[src/fbms_pkg.sv]
// package for the flash bus-mode host controller
// assumes one 40 MHz clock; all pin timings counted in pclk cycles
package fbms_pkg;
  localparam int unsigned CLK_HZ = 40_000_000;
  // timing figures in ns, then cycle counts derived from them
  localparam int unsigned ACC_NS = 90;
  localparam int unsigned CLR_PULSE_NS = 500;
  localparam int unsigned CLR_READ_NS = 50;
  localparam int unsigned WR_PULSE_NS = 45;
  localparam int unsigned NS_PER_CYC = 1_000_000_000 / CLK_HZ;
  localparam int unsigned ACC_CYC = (ACC_NS + NS_PER_CYC - 1) / NS_PER_CYC;
  localparam int unsigned CLR_PULSE_CYC =
    (CLR_PULSE_NS + NS_PER_CYC - 1) / NS_PER_CYC;
  localparam int unsigned CLR_READ_CYC =
    (CLR_READ_NS + NS_PER_CYC - 1) / NS_PER_CYC;
  localparam int unsigned WR_PULSE_CYC =
    (WR_PULSE_NS + NS_PER_CYC - 1) / NS_PER_CYC;
  localparam int unsigned CNT_W = 8;

  // APB register byte offsets
  localparam logic [3:0] REG_CTRL = 4'h0;
  localparam logic [3:0] REG_ADDR = 4'h4;
  localparam logic [3:0] REG_WDATA = 4'h8;
  localparam logic [3:0] REG_STAT = 4'hC;

  // control register fields
  localparam int unsigned CTRL_GO = 0;
  localparam int unsigned CTRL_WR = 1;
  localparam int unsigned CTRL_CLR = 2;
  localparam int unsigned CTRL_WORD = 3;
  localparam int unsigned CTRL_BOTTOM = 4;
  localparam int unsigned CTRL_HVID = 5;

  // status register fields
  localparam int unsigned ST_BUSY = 0;
  localparam int unsigned ST_IDLE_IND = 1;
  localparam int unsigned ST_SEC_LSB = 4;
  localparam int unsigned ST_RD_LSB = 16;

  // device address layout (word address A17:A0)
  localparam int unsigned DEV_AW = 18;
  localparam int unsigned SEC_HI = 17;
  localparam int unsigned SEC_LO = 12;
  localparam int unsigned ID_PIN = 9;
  localparam int unsigned ID_LOW_PIN = 6;

  typedef enum logic [2:0] {
    FBMS_IDLE = 3'b000,
    FBMS_SETUP = 3'b001,
    FBMS_STROBE = 3'b010,
    FBMS_HOLD = 3'b011,
    FBMS_CLR = 3'b100,
    FBMS_CLR_WAIT = 3'b101,
    FBMS_CLR_REC = 3'b110
  } fbms_state_type;
endpackage

[src/fbms_host.sv]
// host controller driving a parallel boot-sector flash over its pins
// assumes an APB master on pclk and the flash pins wired to a bench model
`timescale 1ns/1ps
//
// Function
// (RL1) write: strobe and select low, gate high
// (RL2) width select sets byte or word data
// (RL3) erase target named by upper sector bits
// (RL4) id reads come back on low byte
// (RL5) status reads come back on low byte
// (RL6) select and clear high give standby
// (RL7) full access time after standby exit
// (RL8) deselect during operation does not abort
// (RL9) clear pulse aborts, floats, resets device
// (RL10) clear low also means standby
// (RL11) busy held low until clearing ends
// (RL12) wait clear-to-read time before reading
// (RL13) gate high floats device data
// (RL14) top-boot sector decode of A17:A12
// (RL15) bottom-boot sector decode of A17:A12
// (RL16) byte address adds extra low bit
// (RL17) high-voltage id: A9 high, A6 low
// (RL18) protect check returns one or zero
// (RL19) id also reachable by commands
// (RL20) byte mode: DQ15 is extra address
// (RL21) address on later fall, data earlier rise
// (RL22) idle indicator high when nothing runs
module fbms_host #(
  parameter int unsigned ACC_CYCLES = fbms_pkg::ACC_CYC,
  parameter int unsigned CLR_PULSE_CYCLES = fbms_pkg::CLR_PULSE_CYC,
  parameter int unsigned CLR_READ_CYCLES = fbms_pkg::CLR_READ_CYC,
  parameter int unsigned WR_CYCLES = fbms_pkg::WR_PULSE_CYC
) (
  input wire logic pclk,
  input wire logic presetn,
  input wire logic psel,
  input wire logic penable,
  input wire logic pwrite,
  input wire logic [31:0] paddr,
  input wire logic [31:0] pwdata,
  output logic [31:0] prdata,
  output logic pready,
  output logic pslverr,
  output logic [17:0] fl_addr,
  output logic fl_hv_id,
  output logic [15:0] fl_dq_out,
  output logic [15:0] fl_dq_oe,
  input wire logic [15:0] fl_dq_in,
  output logic fl_chip_sel_n,
  output logic fl_write_n,
  output logic fl_out_gate_n,
  output logic fl_word_sel,
  output logic fl_clear_n,
  input wire logic idle_indicator
);
  typedef struct packed {
    fbms_pkg::fbms_state_type st;
    logic [fbms_pkg::CNT_W-1:0] cnt;
    logic wr;
    logic word;
    logic bottom;
    logic hvid;
    logic [18:0] addr;
    logic [15:0] wdata;
    logic [15:0] rdata;
    logic [31:0] prdata;
    logic pready;
    logic pslverr;
    logic [17:0] fl_addr;
    logic fl_hv_id;
    logic [15:0] dq_out;
    logic [15:0] dq_oe;
    logic ce_n;
    logic we_n;
    logic oe_n;
    logic clr_n;
    logic need_acc;
    logic [1:0] idle_sync;
    logic [31:0] dq_sync;
  } fbms_regs_type;

  fbms_regs_type r_q, r_d;
  logic [3:0] sector;
  logic [5:0] sb;

  // sector index from A17:A12 for either boot variant
  always_comb begin
    sb = r_q.addr[fbms_pkg::SEC_HI+1:fbms_pkg::SEC_LO+1];
    if (!r_q.bottom) begin
      if (sb[5:3] != 3'h7) sector = {1'b0, sb[5:3]}; // [RL14]
      else if (!sb[2]) sector = 4'h7;
      else if (sb[1]) sector = 4'hA;
      else sector = sb[0] ? 4'h9 : 4'h8;
    end else begin
      if (sb[5:3] != 3'h0) sector = 4'h3 + {1'b0, sb[5:3]}; // [RL15]
      else if (sb[2]) sector = 4'h3;
      else if (!sb[1]) sector = 4'h0;
      else sector = sb[0] ? 4'h2 : 4'h1;
    end
  end

  always_comb begin
    logic [7:0] off;
    logic apb_acc;
    off = paddr[7:0];
    r_d = r_q;
    r_d.idle_sync = {r_q.idle_sync[0], idle_indicator};
    r_d.dq_sync = {r_q.dq_sync[15:0], fl_dq_in};
    apb_acc = psel && penable && !r_q.pready;
    r_d.pready = 1'b0;
    r_d.pslverr = 1'b0;
    if (apb_acc) begin
      r_d.pready = 1'b1;
      r_d.prdata = '0;
      // offsets 0x10 to 0xFF fall to the error default; paddr above bit 7 is not decoded
      unique case (off[7:4] == 4'h0 ? off[3:0] : 4'h1)
        fbms_pkg::REG_CTRL: begin
          if (pwrite && r_q.st == fbms_pkg::FBMS_IDLE) begin
            r_d.wr = pwdata[fbms_pkg::CTRL_WR];
            r_d.word = pwdata[fbms_pkg::CTRL_WORD]; // [RL2]
            r_d.bottom = pwdata[fbms_pkg::CTRL_BOTTOM];
            r_d.hvid = pwdata[fbms_pkg::CTRL_HVID];
            if (pwdata[fbms_pkg::CTRL_CLR]) begin
              r_d.st = fbms_pkg::FBMS_CLR;
              r_d.cnt = '0;
            end else if (pwdata[fbms_pkg::CTRL_GO]) begin
              r_d.st = fbms_pkg::FBMS_SETUP;
              r_d.cnt = '0;
            end
          end else if (pwrite) begin
            r_d.pslverr = 1'b1;
          end
          r_d.prdata = {26'h0, r_q.hvid, r_q.bottom, r_q.word, 2'h0,
                        r_q.wr};
        end
        fbms_pkg::REG_ADDR: begin
          if (pwrite) r_d.addr = pwdata[18:0];
          r_d.prdata = {13'h0, r_q.addr};
        end
        fbms_pkg::REG_WDATA: begin
          if (pwrite) r_d.wdata = pwdata[15:0];
          r_d.prdata = {16'h0, r_q.wdata};
        end
        fbms_pkg::REG_STAT: begin
          r_d.prdata = {r_q.rdata, 8'h0, sector,
                        2'h0, r_q.idle_sync[1],
                        r_q.st != fbms_pkg::FBMS_IDLE};
        end
        default: r_d.pslverr = 1'b1;
      endcase
      if (off[7:4] != 4'h0) begin
        r_d.pslverr = 1'b1;
      end
    end

    unique case (r_q.st)
      fbms_pkg::FBMS_IDLE: begin
        // standby between cycles; select and clear both high [RL6]
        r_d.ce_n = 1'b1;
        r_d.we_n = 1'b1;
        r_d.oe_n = 1'b1;
        r_d.dq_oe = '0;
      end
      fbms_pkg::FBMS_SETUP: begin
        // address settles before any strobe falls [RL21]
        if (r_q.word) r_d.fl_addr = r_q.addr[18:1]; // [RL16]
        else r_d.fl_addr = r_q.addr[18:1];
        r_d.fl_hv_id = r_q.hvid && !r_q.wr; // [RL17] [RL19]
        if (r_q.hvid && !r_q.wr) begin
          r_d.fl_addr[fbms_pkg::ID_LOW_PIN] = 1'b0; // [RL17]
        end
        r_d.ce_n = 1'b0;
        r_d.oe_n = 1'b1; // [RL1]
        // byte mode: DQ15 carries the extra low address bit
        r_d.dq_out = r_q.word ? r_q.wdata
                              : {r_q.addr[0], 7'h0, r_q.wdata[7:0]};
        r_d.dq_oe = r_q.word ? {16{r_q.wr}}
                             : {1'b1, 7'h0, {8{r_q.wr}}}; // [RL20]
        r_d.st = fbms_pkg::FBMS_STROBE;
        r_d.cnt = '0;
      end
      fbms_pkg::FBMS_STROBE: begin
        if (r_q.wr) begin
          r_d.we_n = 1'b0; // [RL1] [RL3]
        end else begin
          r_d.oe_n = 1'b0; // [RL4] [RL5]
        end
        r_d.cnt = r_q.cnt + 1'b1;
        // full select access time; leaving standby costs it again [RL7]
        if (r_q.wr ? r_q.cnt + 1 >= WR_CYCLES
                   : r_q.cnt + 1 >= ACC_CYCLES + 2) begin
          if (!r_q.wr) begin
            // only the low byte is trusted in byte or id reads
            r_d.rdata = r_q.word && !r_q.hvid ? r_q.dq_sync[31:16]
                                              : {8'h0, r_q.dq_sync[23:16]};
          end
          r_d.st = fbms_pkg::FBMS_HOLD;
        end
      end
      fbms_pkg::FBMS_HOLD: begin
        // write strobe rises first so data is taken with ce still low
        r_d.we_n = 1'b1; // [RL21]
        r_d.oe_n = 1'b1; // [RL13]
        r_d.st = fbms_pkg::FBMS_IDLE;
        r_d.fl_hv_id = 1'b0;
        // deselecting in FBMS_IDLE next leaves a running operation going [RL8]
      end
      fbms_pkg::FBMS_CLR: begin
        r_d.ce_n = 1'b1;
        r_d.oe_n = 1'b1;
        r_d.we_n = 1'b1;
        r_d.dq_oe = '0;
        r_d.clr_n = 1'b0; // [RL9] [RL10]
        r_d.cnt = r_q.cnt + 1'b1;
        if (r_q.cnt + 1 >= CLR_PULSE_CYCLES) begin
          r_d.st = fbms_pkg::FBMS_CLR_WAIT;
          r_d.cnt = '0;
        end
      end
      fbms_pkg::FBMS_CLR_WAIT: begin
        // release one cycle late so the pin stays low the full count [RL9]
        r_d.clr_n = 1'b1;
        // busy stays low until internal clearing completes [RL11] [RL22]
        if (r_q.idle_sync[1]) begin
          r_d.st = fbms_pkg::FBMS_CLR_REC;
        end
      end
      fbms_pkg::FBMS_CLR_REC: begin
        r_d.cnt = r_q.cnt + 1'b1;
        if (r_q.cnt + 1 >= CLR_READ_CYCLES) begin // [RL12]
          r_d.st = fbms_pkg::FBMS_IDLE;
        end
      end
      default: r_d.st = fbms_pkg::FBMS_IDLE;
    endcase
  end

  always_ff @(posedge pclk or negedge presetn) begin
    if (!presetn) begin
      r_q <= '0;
      r_q.ce_n <= 1'b1;
      r_q.we_n <= 1'b1;
      r_q.oe_n <= 1'b1;
      r_q.clr_n <= 1'b1;
      r_q.word <= 1'b1;
    end else begin
      r_q <= r_d;
    end
  end

  assign prdata = r_q.prdata;
  assign pready = r_q.pready;
  assign pslverr = r_q.pslverr;
  assign fl_addr = r_q.fl_addr;
  assign fl_hv_id = r_q.fl_hv_id;
  assign fl_dq_out = r_q.dq_out;
  assign fl_dq_oe = r_q.dq_oe;
  assign fl_chip_sel_n = r_q.ce_n;
  assign fl_write_n = r_q.we_n;
  assign fl_out_gate_n = r_q.oe_n;
  assign fl_word_sel = r_q.word;
  assign fl_clear_n = r_q.clr_n;
endmodule // fbms_host

[config.mk]
export PLATFORM = sky130hd
export DESIGN_NAME = fbms_host
export DESIGN_NICKNAME = d
export VERILOG_FILES = /design/src/fbms_pkg.sv /design/src/fbms_host.sv
export SDC_FILE = /design/constraint.sdc
export NUM_CORES = 1
export LEC_CHECK = 0
export ABC_AREA = 1
export BUFFER_PORTS_ARGS = -buffer_cell sky130_fd_sc_hd__buf_4
export CAP_MARGIN = 10
export CORE_UTILIZATION = 40
export CTS_CLUSTER_DIAMETER = 200
export DETAILED_ROUTE_END_ITERATION = 7
export GPL_TIMING_DRIVEN = 0
export SLEW_MARGIN = 20
export SYNTH_ARGS = -nofsm -noshare
export SYNTH_HDL_FRONTEND = slang
export SYNTH_SLANG_ARGS = --single-unit
[constraint.sdc]
create_clock -name pclk -period 4.8 [get_ports pclk]
set_clock_uncertainty 0.15 [all_clocks]
set_input_delay 0.48 -clock pclk [delete_from_list [all_inputs] [get_ports pclk]]
set_output_delay 0.48 -clock pclk [all_outputs]
set_load 0.02 [all_outputs]
==> results by group <==
Layout
  • Antenna Diode Count: 0
  • Synthesis-to-finish area growth: 27.9%
  • Nets: 1129
  • Core Util, Final: 0.528
  • Layout cell share with drive strength beyond 1: 0.290

Logic synthesis
  • Distinct cell type count after synthesis: 39
  • FF+latch count, synth: between 150 and 200
  • Leading area contributor after synthesis: dfrtp_1
  • XOR/XNOR Fraction of Synth Area: 0.00112
  • Syn nets: 952
  • Simple-gate share of the synthesized area: 0.186
  • Share of the synthesized area in the top cell type: 0.548
  • Syn_area_per_cell: ~9 sq um
  • Yosys Warn Count: 0
  • Mapped Area: 0.00781 sq mm
  • Mux cell area share after synthesis: 0
  • Synth top area cells: dfrtp_1, nand2_1, buf_4
  • Synth Area in Compound Gates: 0.103
  • Sequential fraction of the synthesis area: 0.565
  • Area share of fa/ha/maj cells after synthesis: 0.00801
  • Largest family of logic cells by synthesized area: simple AND/OR/NAND/NOR gates
  • Synth Instances: about 860

Floorplanning
  • Die Width: between 100 and 150 um
  • # IOs: approximately 180
  • Die Ht: 142 um
  • Starting Density: 0.413
  • Row count: 50
  • Core Area: 0.0189 sq mm
  • Die ar.: 0.0201 sq mm

Clocking
  • Clock-pin slew on the worst setup and hold paths: 70 ps
  • Root Buffer: clkbuf_16
  • Clk_lat worst skew: roughly 430 ps
  • CTS H-tree depth: 4
  • CTS tree: built
  • CTS max path bufs: 2
  • Clk sinks: around 180
  • Post-CTS Setup Repair Bufs: 0
  • CTS buffer count: 17

Worst setup path
  • Critical path capture point type: flop
  • Crit path required time: 5000 ps
  • Critical Path AT: 2360 ps
  • Crit Path Class: flop to flop
  • Crit-path max FO: 6
  • Setup crit start kind: flop

Power and ir drop
  • Pwr/cell area: 404 mW/mm^2
  • Int Power: 2720 uW
  • Clk pwr share: 0.336
  • Switching share of power: 0.324
  • Tot Pwr: just over 4000 uW
  • Flop pwr share: 0.421
  • Leakage: 0.00513 uW
  • Worst VDD drop: 0.000271 V
  • Comb power frac: 0.242
  • Sw Pwr: ~1300 uW

Placed design
  • Post-DP HPWL: 13600 um
  • Number of port buffers: 138
  • Dpl ws: ~2200 ps
  • GPL Wtd Cong: 0.870

STA
  • TNS Setup: 0 ps
  • Slew HR: 0.580
  • Tmin final: 2160 ps
  • Fin. Hold Viols: 0
  • Part of the cycle the worst path needs: 0.450
  • Final WS setup: 2640 ps
  • Fmax: 463 MHz
  • Max-slew violations: 0
  • Worst-margin pin slew: 628 ps
  • Final setup violation count: 0
  • Unrepaired setup endpoints after global routing: false

Flow run
  • Max_cap viols: 0

Detailed routing
  • Vias per cell: ~4.6
  • Wire per inst: 14.3 um
  • Drt pass-1 iters: 5
  • Routed Antenna Nets: 0
  • Initial DRC count: 335
  • Residual DRC count: 0
  • Final wirelength: 18700 um
  • Routed vias: 6073

Global routing
  • First-pass GRT wire length: 30500 um
  • Aggregate global-route resource usage: 0.199
  • Grt ovf: 0
  • Number of global-route vias before repair: 5843
  • Pin count of the biggest net entering global routing: 100
  • Initial antenna violation count: 0

Outcome
  • Run status: finished, final reports clean

Min path
  • Hold Path Class: input port to flop
[kinds of logic (layout without fill, tap and decap cells)]
group,count (synthesis),after routing
and+or+nand+nor,346,346
buffers and inverters,190,380
DFF,176,176
AOI/OAI and AO/OA,143,143
adders and majority gates,5,5
xor gates and xnor gates,1,1
[power groups by stage]
stage | combinational, uW | clock, uW | sequential (uW)
global placement | 959 | 0 | 1720
floorplan | 672 | 0 | 1720
CTS | 992 | 1380 | 1700
finish | 976 | 1360 | 1700
global route | 1100 | 1440 | 1710
detailed placement | 975 | 0 | 1730
[stage by stage]
step	cells	cell area [sq um]	hold WS, ps
global placement	1259	9170	183
floorplan	861	7810	34.4
finish	1311	9980	167
detailed placement	1261	9230	185
CTS	1311	9980	155
global route	1311	9980	150
[layer usage]
layer	GRT usage	up-vias	part of all wire
li1	-	3007	-
met1	0.267	2876	0.45
met2	0.323	167	0.48
met3	0.0381	23	0.045
met4	0.0685	0	0.016
met5	0	-	0
[final cells by class]
type | count | area [sq um]
fill | 1823 | 8910
sequential | 176 | 4410
multi-input combinational | 495 | 2330
timing repair buffer | 158 | 1280
buffer | 110 | 767
clock buffer | 17 | 425
tap | 260 | 325
inverter | 80 | 300
clock inverter | 15 | 148
[Yosys cell counts (all sizes together)]
| library cell | number |
|---|---|
| nand2 | 254 |
| dfrtp | 171 |
| o21ai | 104 |
| buf | 95 |
| inv | 79 |
| nor2 | 46 |
| nand3 | 36 |
| a21oi | 17 |
| clkbuf | 15 |
| o22ai | 9 |
| o31ai | 7 |
| dfstp | 5 |
| ha | 5 |
| nand4 | 5 |
| nor3 | 2 |
| o2111ai | 2 |
| or2 | 2 |
| a21boi | 1 |
| a22oi | 1 |
| clkinv | 1 |
| nand3b | 1 |
| o211ai | 1 |
| o21bai | 1 |
| xnor2 | 1 |
[placed cells by master, fill, tap and decap left out, types with 6 or more instances in the layout]
| master | netlist | layout |
|---|---|---|
| nor2_1 | 40 | 40 |
| clkbuf_16 | 0 | 17 |
| dlygate4sd3_1 | 0 | 18 |
| o21ai_0 | 95 | 95 |
| clkbuf_1 | 14 | 14 |
| nand3_1 | 33 | 33 |
| buf_2 | 10 | 10 |
| nand2_1 | 249 | 249 |
| a21oi_1 | 9 | 9 |
| inv_1 | 75 | 75 |
| a21oi_2 | 8 | 8 |
| o31ai_1 | 7 | 7 |
| inv_6 | 0 | 7 |
| dfrtp_1 | 171 | 171 |
| o21ai_1 | 6 | 6 |
| o22ai_1 | 9 | 9 |
| buf_4 | 82 | 219 |
[flip-flops by register name (all words and copies together) (netlist names)]
| signal | flops |
|---|---|
| r_q | 82 |
| fl_dq_out | 16 |
| fl_out_gate_n | 1 |
| fl_chip_sel_n | 1 |
| prdata | 32 |
| fl_addr | 18 |
| pslverr | 1 |
| fl_write_n | 1 |
| fl_dq_oe | 3 |
| fl_word_sel | 1 |
| r_d | 17 |
| pready | 1 |
| fl_clear_n | 1 |
| fl_hv_id | 1 |
[worst max-delay path, cell delays in order (launching register included)]
cell and delay (ps):
dfrtp_1 450, ha_1 270, or2_2 280, nand2_1 100
inv_1 70, o21ai_0 270, nand2_2 100, o21ai_2 220
nand2_1 90, o21ai_1 90
[path summary, 6_finish.rpt]
path	start	end	slack [ps]	cells past startpoint
max	r_q[179]$_DFFE_PN0P_	r_q[183]$_DFFE_PN0P_	2640	9
min	pwdata[17]	r_q[173]$_DFFE_PN0P_	170	3
max reg2reg	r_q[179]$_DFFE_PN0P_	r_q[183]$_DFFE_PN0P_	2640	9
min reg2reg	r_d[22]$_DFF_PN0_	r_q[22]$_DFF_PN0_	200	0
max in group asynchronous	presetn	fl_word_sel$_DFFE_PN1P_	3260	4
min in group asynchronous	presetn	r_q[185]$_DFFE_PN0P_	490	3
[repair_timing]
action,4_1_cts,5_1_grt
hold endpoints to repair,115,0
gates resized for setup,0,0
hold buffers,18,0
No activity file was read; power rests on OpenSTA's default activity.
